$ cat config.mk
export PLATFORM = sky130hd
export DESIGN_NAME = acdc_top
export DESIGN_NICKNAME = d
export VERILOG_FILES = /design/src/acdc_pkg.sv /design/src/acdc_top.sv
export SDC_FILE = /design/constraint.sdc
export NUM_CORES = 1
export LEC_CHECK = 0
export BUFFER_PORTS_ARGS = -buffer_cell sky130_fd_sc_hd__clkbuf_2
export CORE_AREA = 5 5 104 106
export DETAILED_ROUTE_END_ITERATION = 8
export DIE_AREA = 0 0 109 111
export PLACE_DENSITY_LB_ADDON = 0.12
export SLEW_MARGIN = 20
export SYNTH_ARGS = -nofsm -noshare
export SYNTH_HDL_FRONTEND = slang
export SYNTH_SLANG_ARGS = --single-unit
export TNS_END_PERCENT = 50
$ cat constraint.sdc
create_clock -name clk -period 5.9 [get_ports clk]
set_input_delay 1.18 -clock clk [delete_from_list [all_inputs] [get_ports clk]]
set_output_delay 1.18 -clock clk [all_outputs]
set_load 0.02 [all_outputs]
$ cat src/acdc_pkg.sv
// acdc_pkg: shared constants and carriers for the audio channel dma control block
// assumes: one 25 MHz clock domain, registers reached by controller-register commands
package acdc_pkg;

  // controller register indices
  localparam logic [7:0] ADDR_LEGACY_IRQ = 8'hB1;
  localparam logic [7:0] ADDR_DRQ_CTRL = 8'hB2;
  localparam logic [7:0] ADDR_IN_VOL = 8'hB4;
  localparam logic [7:0] ADDR_HOLD_LO = 8'hB5;
  localparam logic [7:0] ADDR_HOLD_HI = 8'hB6;
  localparam logic [7:0] ADDR_CTRL_ONE = 8'hB7;
  localparam logic [7:0] ADDR_CTRL_TWO = 8'hB8;
  localparam logic [7:0] ADDR_XFER_TYPE = 8'hB9;
  localparam logic [7:0] ADDR_RELOAD_LO = 8'hA4;
  localparam logic [7:0] ADDR_RELOAD_HI = 8'hA5;

  // reset values
  localparam logic [7:0] RST_ZERO = 8'h00;
  localparam logic [7:0] RST_IN_VOL = 8'hFF;
  localparam logic [7:0] RST_RELOAD_LO = 8'h00;
  localparam logic [7:0] RST_RELOAD_HI = 8'hF8;
  localparam logic [7:0] RST_CTRL_ONE = 8'h10;

  // legacy interrupt control fields
  localparam int LI_COMPAT = 7;
  localparam int LI_MASK_DONE = 6;
  localparam int LI_MASK_HALF = 5;
  localparam int LI_MASK_ALL = 4;
  localparam logic [7:0] LI_WMASK = 8'hFC;

  // dma request control fields
  localparam int DQ_COMPAT = 7;
  localparam int DQ_EXT_EN = 6;
  localparam int DQ_CMP_EN = 5;
  localparam int DQ_PULLDN = 4;
  localparam int DQ_SEL_HI = 3;
  localparam int DQ_SEL_LO = 2;
  localparam logic [7:0] DQ_WMASK = 8'hFC;

  // control one fields
  localparam int C1_LINK = 7;
  localparam int C1_SIGNED = 5;
  localparam int C1_STEREO = 3;
  localparam int C1_WIDE = 2;
  localparam int C1_LOAD = 0;

  // control two fields
  localparam int C2_DAC = 3;
  localparam int C2_AUTO = 2;
  localparam int C2_READ = 1;
  localparam int C2_RUN_N = 0;
  localparam logic [7:0] C2_WMASK = 8'h0F;
  localparam logic [7:0] TT_WMASK = 8'h03;

  localparam logic [15:0] CNT_LAST = 16'hFFFF;
  localparam logic [15:0] CNT_ONE = 16'h0001;
  localparam logic [1:0] PAIR_NONE = 2'h0;

  typedef enum logic [1:0] {
    ACDC_IDLE,
    ACDC_RUN,
    ACDC_HALT
  } acdc_state_e;

  // register access from the command engine
  typedef struct packed {
    logic wr;
    logic rd;
    logic [7:0] addr;
    logic [7:0] wdata;
  } acdc_req_s;

  // format and direction seen by the fifo and codec
  typedef struct packed {
    logic link;
    logic signed_fmt;
    logic stereo;
    logic wide;
    logic dac_mode;
    logic auto_init;
    logic read_dir;
    logic [3:0] vol_left;
    logic [3:0] vol_right;
  } acdc_cfg_s;

  // per-pair request pin drive
  typedef struct packed {
    logic [2:0] drq_o;
    logic [2:0] drq_oe;
  } acdc_pins_s;

  typedef struct packed {
    logic [7:0] li;
    logic [7:0] dq;
    logic [7:0] vol;
    logic [7:0] hold_lo;
    logic [7:0] hold_hi;
    logic [7:0] c1;
    logic [7:0] c2;
    logic [7:0] tt;
    logic [15:0] reload;
    logic [15:0] count;
    acdc_state_e st;
    logic [15:0] dac;
    logic dac_load;
    logic [7:0] rdata;
    logic rvalid;
    logic irq;
    logic srclk_q;
    logic [2:0] ack_s1;
    logic [2:0] ack_s2;
    logic [2:0] ack_s3;
    logic sr_s1;
    logic sr_s2;
  } acdc_state_s;

endpackage : acdc_pkg

$ cat src/acdc_top.sv
// acdc_top: extended-mode control for the first audio channel, request pins and dac hold
// assumes: command engine gives one-cycle register strobes; pins and sample clock are async
`timescale 1ns/10ps

// Behaviour
// RULE_01 - legacy control bit 7 picks compatibility (1) or extended (0) interrupts.
// RULE_02 - legacy bit 6 set suppresses the extended transfer-complete interrupt.
// RULE_03 - legacy bit 5 set suppresses the fifo half-empty transition interrupt.
// RULE_04 - legacy bit 4 set masks every interrupt source of the channel.
// RULE_05 - legacy bits 3:2 only store a line code for readback.
// RULE_06 - any reset clears request control bits 7:5, disabling requests.
// RULE_07 - selected request is inactive when both enable bits 6:5 are low.
// RULE_08 - request bit 4 pulls the inactive request low, else it floats.
// RULE_09 - request bit 7 picks compatibility (1) or extended (0) request behaviour.
// RULE_10 - request bit 6 enables extended dma pins; clear means block i/o.
// RULE_11 - request bit 5 enables pins for compatibility dma transfers.
// RULE_12 - request bits 3:2 select none, pair a, pair b or pair c.
// RULE_13 - input volume holds left/right 4-bit gains, resets to FFh.
// RULE_14 - two byte registers form the 16-bit dac holding register.
// RULE_15 - control one bit 7 connects the fifo to the converter.
// RULE_16 - software keeps control one bit 6 inverse of bit 3.
// RULE_17 - control one bit 5 selects signed or offset-binary fifo data.
// RULE_18 - control one bit 3 selects stereo, bit 2 selects 16-bit samples.
// RULE_19 - control one bit 0 loads dac on next sample edge, then self-clears.
// RULE_20 - control two bit 3 picks dac mode, bit 2 auto-initialize.
// RULE_21 - control two bit 1 set makes the channel a dma read source.
// RULE_22 - control two bit 0 low holds the channel dma inactive.
// RULE_23 - 16-bit counter loads reload at start and overflow, counts each byte.
// RULE_24 - normal mode stops on overflow; auto mode continues, interrupting each overflow.
// RULE_25 - interrupt is or of unmasked events, forced low by the all-sources mask.
module acdc_top (
  // clock and reset
  input wire logic clk,
  input wire logic rst,
  // register access
  input wire acdc_pkg::acdc_req_s req,
  output logic [7:0] rdata,
  output logic rvalid,
  // fifo side
  input wire logic fifo_want,
  input wire logic half_toggle,
  input wire logic sample_clk,
  output acdc_pkg::acdc_cfg_s cfg,
  output logic [15:0] dac_data,
  output logic dac_load,
  output logic block_io,
  output logic byte_taken,
  // dma pins
  input wire logic [2:0] dma_acknowledge_n,
  output acdc_pkg::acdc_pins_s pins,
  // interrupt
  output logic compat_irq_mode,
  output logic irq
);
  import acdc_pkg::*;

  acdc_state_s s_reg;
  acdc_state_s s_next;
  logic [1:0] sel;
  logic dma_on;
  logic ack_seen;
  logic overflow;
  logic sr_edge;
  logic half_q;

  // two-bit pair field to a one-hot pin vector; none gives zero
  function automatic logic [2:0] pair_hot(input logic [1:0] code);
    logic [2:0] v;
    v = 3'h0;
    if (code != PAIR_NONE) begin
      v[code - 2'h1] = 1'b1;
    end
    return v;
  endfunction : pair_hot

  ////////////////////////////////////////////////////////////////////////////////
  // decode of the stored controls
  assign sel = s_reg.dq[DQ_SEL_HI:DQ_SEL_LO]; // RULE_12
  // both enable bits low forces the request inactive, run bit low holds it too
  assign dma_on = (s_reg.dq[DQ_EXT_EN] | s_reg.dq[DQ_CMP_EN]) // RULE_07
    & s_reg.c2[C2_RUN_N]; // RULE_22
  // block i/o when extended mode is selected without its dma enable
  assign block_io = ~s_reg.dq[DQ_COMPAT] & ~s_reg.dq[DQ_EXT_EN]; // RULE_09 RULE_10
  // acknowledge only counts on the selected pair, and only once synchronised
  assign ack_seen = |(pair_hot(sel) & ~s_reg.ack_s2 & s_reg.ack_s3) & dma_on; // RULE_11
  assign overflow = ack_seen & (s_reg.count == CNT_LAST);
  assign sr_edge = s_reg.sr_s2 & ~s_reg.srclk_q;
  assign half_q = half_toggle;

  ////////////////////////////////////////////////////////////////////////////////
  // next-state logic
  always_comb begin
    s_next = s_reg;
    s_next.rvalid = 1'b0;
    s_next.dac_load = 1'b0;
    // pins pass two flops; third stage only feeds the edge detector
    s_next.ack_s1 = dma_acknowledge_n;
    s_next.ack_s2 = s_reg.ack_s1;
    s_next.ack_s3 = s_reg.ack_s2;
    s_next.sr_s1 = sample_clk;
    s_next.sr_s2 = s_reg.sr_s1;
    s_next.srclk_q = s_reg.sr_s2;

    // register writes
    if (req.wr) begin
      case (req.addr)
        ADDR_LEGACY_IRQ: s_next.li = req.wdata & LI_WMASK; // RULE_05
        ADDR_DRQ_CTRL: s_next.dq = req.wdata & DQ_WMASK;
        ADDR_IN_VOL: s_next.vol = req.wdata; // RULE_13
        ADDR_HOLD_LO: s_next.hold_lo = req.wdata; // RULE_14
        ADDR_HOLD_HI: s_next.hold_hi = req.wdata; // RULE_14
        ADDR_CTRL_ONE: s_next.c1 = req.wdata;
        ADDR_CTRL_TWO: s_next.c2 = req.wdata & C2_WMASK;
        ADDR_XFER_TYPE: s_next.tt = req.wdata & TT_WMASK;
        ADDR_RELOAD_LO: s_next.reload[7:0] = req.wdata;
        ADDR_RELOAD_HI: s_next.reload[15:8] = req.wdata;
        default: s_next.tt = s_next.tt;
      endcase
    end

    // dac load waits for the sample edge; a fresh write of 1 re-arms the bit
    if (s_reg.c1[C1_LOAD] && sr_edge) begin
      s_next.dac = {s_reg.hold_hi, s_reg.hold_lo}; // RULE_19
      s_next.dac_load = 1'b1;
      if (!(req.wr && req.addr == ADDR_CTRL_ONE)) begin
        s_next.c1[C1_LOAD] = 1'b0; // RULE_19
      end
    end

    // register reads, one cycle later
    if (req.rd) begin
      s_next.rvalid = 1'b1;
      case (req.addr)
        ADDR_LEGACY_IRQ: s_next.rdata = s_reg.li;
        ADDR_DRQ_CTRL: s_next.rdata = s_reg.dq;
        ADDR_IN_VOL: s_next.rdata = s_reg.vol;
        ADDR_HOLD_LO: s_next.rdata = s_reg.hold_lo;
        ADDR_HOLD_HI: s_next.rdata = s_reg.hold_hi;
        ADDR_CTRL_ONE: s_next.rdata = s_reg.c1;
        ADDR_CTRL_TWO: s_next.rdata = s_reg.c2;
        ADDR_XFER_TYPE: s_next.rdata = s_reg.tt;
        ADDR_RELOAD_LO: s_next.rdata = s_reg.reload[7:0];
        ADDR_RELOAD_HI: s_next.rdata = s_reg.reload[15:8];
        default: s_next.rdata = RST_ZERO;
      endcase
    end

    // transfer sequencer
    s_next.irq = 1'b0;
    case (s_reg.st)
      ACDC_IDLE: begin
        if (dma_on) begin
          s_next.count = s_reg.reload; // RULE_23
          s_next.st = ACDC_RUN;
        end
      end
      ACDC_RUN: begin
        if (!dma_on) begin
          s_next.st = ACDC_IDLE;
        end else if (overflow) begin
          s_next.count = s_reg.reload; // RULE_23
          s_next.irq = 1'b1;
          // normal mode halts until software restarts via the run bit
          s_next.st = s_reg.c2[C2_AUTO] ? ACDC_RUN : ACDC_HALT; // RULE_24
        end else if (ack_seen) begin
          s_next.count = s_reg.count + CNT_ONE; // RULE_23
        end
      end
      ACDC_HALT: begin
        if (!dma_on) begin
          s_next.st = ACDC_IDLE;
        end
      end
      default: s_next.st = ACDC_IDLE;
    endcase
    // event masking: complete and half-empty each gated, then the global mask
    s_next.irq = ((s_next.irq & ~s_reg.li[LI_MASK_DONE]) // RULE_02
      | (half_q & ~s_reg.li[LI_MASK_HALF])) // RULE_03
      & ~s_reg.li[LI_MASK_ALL]; // RULE_04 RULE_25

    if (rst) begin
      s_next = '0;
      s_next.dq = RST_ZERO; // RULE_06
      s_next.vol = RST_IN_VOL; // RULE_13
      s_next.reload = {RST_RELOAD_HI, RST_RELOAD_LO};
      s_next.c1 = RST_CTRL_ONE;
      s_next.st = ACDC_IDLE;
      s_next.ack_s1 = 3'h7;
      s_next.ack_s2 = 3'h7;
      s_next.ack_s3 = 3'h7;
    end
  end

  ////////////////////////////////////////////////////////////////////////////////
  // state register; synchronous reset folded into next state
  always_ff @(posedge clk) begin
    s_reg <= s_next;
  end

  ////////////////////////////////////////////////////////////////////////////////
  // outputs
  // request asserts only while running and the fifo asks; inactive low drive needs bit 4
  always_comb begin
    // enables gate the pin at once, so a write that clears them leaves no stale request
    pins.drq_o = pair_hot(sel) & {3{(s_reg.st == ACDC_RUN) & dma_on & fifo_want}}; // RULE_07
    pins.drq_oe = pair_hot(sel) & ({3{s_reg.dq[DQ_PULLDN]}} | pins.drq_o); // RULE_08
  end

  assign cfg.link = s_reg.c1[C1_LINK]; // RULE_15
  assign cfg.signed_fmt = s_reg.c1[C1_SIGNED]; // RULE_17
  assign cfg.stereo = s_reg.c1[C1_STEREO]; // RULE_18
  assign cfg.wide = s_reg.c1[C1_WIDE]; // RULE_18
  assign cfg.dac_mode = s_reg.c2[C2_DAC]; // RULE_20
  assign cfg.auto_init = s_reg.c2[C2_AUTO]; // RULE_20
  assign cfg.read_dir = s_reg.c2[C2_READ]; // RULE_21
  assign cfg.vol_left = s_reg.vol[7:4]; // RULE_13
  assign cfg.vol_right = s_reg.vol[3:0]; // RULE_13
  assign compat_irq_mode = s_reg.li[LI_COMPAT]; // RULE_01
  assign dac_data = s_reg.dac;
  assign dac_load = s_reg.dac_load;
  assign byte_taken = ack_seen & (s_reg.st == ACDC_RUN);
  assign rdata = s_reg.rdata;
  assign rvalid = s_reg.rvalid;
  assign irq = s_reg.irq;

endmodule : acdc_top

==> metrics list <==
- Run status: completed
- Number of endpoints failing setup at the final stage: 0
* Worst stage delay on the critical path: 0.69 ns
- Routability-driven placement finished with a final weighted congestion of 0.9055.
- Final Core Density: about two thirds
- Final setup TNS: 0 ns
- From bottom edge to top edge, the die measures 111 um.
- Initial antenna violation count: 0
- CTS built an H-tree with a depth of 4.
- The count of nets left with antenna violations once routing finished came out at 0.
* I/O pin total: 77
- The critical path goes through nor2b_1 -> a31oi_1 -> nor2_1 -> clkbuf_2.
- In the synthesized netlist, the number of instances is 692.
- Of the total power, the clock network draws 53.4%.
- In the final layout, the share of cells above drive strength 1 is approximately 18%.
- Number of buffers created by CTS: 17
- Total core area: 0.009684 mm2
* Unrepaired setup endpoints after global routing: no
- Fin crit period: approximately 3.4 ns
* Worst clock skew: 0.01313 ns
- Number of clock sinks: 123
- For this design, the CTS-stage hold fixing added 0 buffers.
* Number of vias after detailed routing: 5138
* Sequential fraction of design power: between 40% and 50%
* Number of flip-flops under the largest register name: 80
* Total gr overflow: 0
- Number of slew-limit violations in the final report: 0
* Mean instance size in the synthesized netlist: 8.478 um2
* Worst-Skew Late Latency: 0.53 ns
- Required arrival time at the worst endpoint: about 4.7 ns
- The most used flip-flop cell after synthesis is dfxtp_1.
- Wires add up to 15.40 mm.
- The first global-routing pass estimated about 25 mm of wire.
* Warnings, synthesis: 0
- Final #Nets: 735
* Area grow syn2layout: 11.69%
- Flip-flop and latch count after synthesis: 123
* Worst hold path startpoint: s_reg[10]
* Combinational cell fraction of total power: 3.6%
* Number of enable flip-flop cells after synthesis: 0
- Number of vias per cell: 6.038
- Cells resized by post-CTS repair: 0
- Diode count: 0
- For this run, design rule violations remaining after detail routing come to 0.
- STA puts the critical path data arrival time at 2.17 ns.
- Net switching is 20.75% of the power.
- Critical path's top delay family: simple AND/OR/NAND/NOR gates
* CTS tree: done
* Number of I/O port buffers: 76
- Synthesis instantiated 63 different standard cells from the library.
* Clock transition at the registers of the reported paths: 0.06 ns
- Internal power comes to roughly 1.5 mW.
- Along the worst path, the maximum fanout reaches 9.
* Crit start category: register
- The cell area that synthesis handed to floorplanning was around 0.006 mm2.
- The tree is rooted in a clkbuf_8.
- Across the run, the number of max-cap violations was 0.
- Leakage component of the power: 2.527 nW
* Pin count of the biggest net entering global routing: ~70
- In this run the post-CTS setup repair buffer count came out at 0.
* Number of buffers between clock root and the deepest sink: 2
* Initial detailed-routing violation count: 444
- For this run, the detailed router's first-pass iteration total came to 5.
- Cell area after placement: just under 0.006 mm2
- The most critical setup path has its startpoint at s_reg[39].
- In the final routed layout, each cell accounts on average for 18.10 um.
* GR Util All Layers: 26.26%
* Max stage delay cell, worst path: nor2b_1
- Crit path buf inv count: 1
- Non-Filler Cell Area, Final: about 0.0066 mm2
- Counting flops with an async set or reset pin after synthesis yields a share of 0%.
- The path class of the tightest hold or removal check is register to register.
- Num rows: 36
- Syn Nets: between 700 and 800
- Chip Width: 109 um
- Sequential cells were found to cover 41.97% of the synthesized design area.
* Die area: approximately 0.012 mm2
- The via count of the first global-routing pass was 4937.
- Launch point of the worst reg-to-reg path: s_reg[124]
- Max-slew headroom: 33.35%
- Transition time at the pin with the least slew margin: 0.9960 ns
* Areal power density over the cells: roughly 300 mW/mm2
- The critical path is of the register to output port type.
- Once the floorplan was initialized, standard cells occupied 60.58% of the core.
- Maximum vdd ir drop: 230.9 uV
* Count of final hold-check violations: 0
- Switching power of the nets: approximately 410 uW
- STA classifies the critical path endpoint as an output port.
- Peak clock frequency supported by timing: 0.2984 GHz
- The wire-length estimate of the detail-placed layout is 10.81 mm.
* Crit share post-route: a little under three fifths
power by group through the flow:
stage	sequential (mW)	clock, mW	combinational (mW)
2_1_floorplan	0.856	0	0.0448
3_3_place_gp	0.855	0	0.0686
3_5_place_dp	0.855	0	0.0695
4_1_cts	0.838	1.05	0.0698
5_1_grt	0.838	1.09	0.0762
6_report	0.838	1.04	0.0709
placed cells by master, fill, tap and decap left out, types with 3 or more instances in the layout:
| cell | instances |
|---|---|
| a2bb2oi_1 | 3 |
| clkbuf_16 | 16 |
| nor2b_1 | 12 |
| o31ai_1 | 3 |
| and3b_1 | 3 |
| clkbuf_1 | 3 |
| nand4b_1 | 3 |
| mux2i_1 | 31 |
| nand3_1 | 51 |
| o211ai_1 | 4 |
| nor2_1 | 66 |
| or2_2 | 9 |
| a31oi_1 | 13 |
| and4_1 | 3 |
| mux4_2 | 7 |
| a21o_1 | 4 |
| nand2_1 | 93 |
| dfxtp_1 | 123 |
| and3_1 | 11 |
| inv_1 | 11 |
| bufinv_16 | 4 |
| nand3b_1 | 6 |
| nand4_1 | 9 |
| nand2b_1 | 5 |
| nor3_1 | 9 |
| and2_1 | 4 |
| clkbuf_2 | 75 |
| o2bb2ai_1 | 5 |
| a221oi_1 | 6 |
| mux2_2 | 3 |
| o21ai_0 | 14 |
| a211o_1 | 9 |
| a21oi_1 | 51 |
synth_stat cells, types with 4 or more instances:
cell type / number / area share (%)
a31oi_1: 13 / 1.4
nor2_1: 67 / 4.3
nor3_1: 9 / 0.77
inv_1: 11 / 0.70
o21ai_0: 14 / 1.2
mux2i_1: 31 / 5.3
o2bb2ai_1: 5 / 0.75
nand3_1: 51 / 4.4
a21oi_1: 51 / 4.4
clkbuf_1: 32 / 2.0
and2_1: 4 / 0.43
buf_4: 40 / 5.1
nand4_1: 9 / 0.96
dfxtp_1: 123 / 42
or2_2: 9 / 0.96
a221oi_1: 6 / 0.90
buf_2: 6 / 0.51
nand2_1: 93 / 6.0
o211ai_1: 4 / 0.51
nand3b_1: 6 / 0.77
nor2b_1: 12 / 1.3
a211o_1: 9 / 1.3
a21o_1: 4 / 0.51
and3_1: 11 / 1.2
nand2b_1: 5 / 0.53
mux4_2: 7 / 2.7
final cells by class:
| cell class | count | area, um2 |
|---|---|---|
| sequential | 123 | 2462 |
| tap | 133 | 166.4 |
| clock buffer | 21 | 439.2 |
| fill | 820 | 3132 |
| inverter | 11 | 41.29 |
| clock inverter | 8 | 145.1 |
| multi-input combinational | 478 | 2908 |
| timing repair buffer | 77 | 390.4 |
path summary, 6_finish.rpt:
kind	end	slack, ns	cells after the start
worst max-delay path	pins[2]	2.55	4
worst min-delay path	s_reg[7]	0.40	1
worst max register to register	s_reg[51]	3.53	5
worst min register to register	s_reg[7]	0.40	1
cells by family (layout without fill, tap and decap cells):
group	Yosys count	after routing	share of synthesized area, %
AO/OA/AOI/OAI	135	135	15.48
adder cells (fa/ha/maj)	1	1	0.2132
buffers and inverters	91	117	8.509
flip-flops	123	123	41.97
multiplexers	41	41	8.552
AND/OR/NAND/NOR	301	301	25.27
layer usage:
metal | routed length (um) | global-route usage [%] | vias to the layer above
met1 | 6437 | 33.82 | 2437
li1 | - | - | 2455
met5 | 0 | 0 | -
met4 | 376 | 9.848 | 0
met2 | 7481 | 42.30 | 209
met3 | 1104 | 6.290 | 37
stage by stage:
stage | setup slack [ns] | power [mW] | std cells | hold WS, ns
final | 2.548 | 1.952 | 851 | 0.4048
after global routing | 2.299 | 2.004 | 851 | 0.4251
after CTS | 2.516 | 1.956 | 851 | 0.4100
after detailed placement | 2.500 | 0.9249 | 822 | 0.3985
after global placement | 2.587 | 0.9238 | 822 | 0.3913
after floorplan | 3.129 | 0.9004 | 692 | 0.3895
worst reg2reg max path, delay by kind of cell, from the launching register on:
| family | cells | cell delay (ns) |
|---|---|---|
| AND/OR/NAND/NOR | 4 | 1.63 |
| flip-flops | 1 | 0.51 |
| AO/OA/AOI/OAI | 1 | 0.17 |
Note: power is estimated with default switching activity, not from simulation.
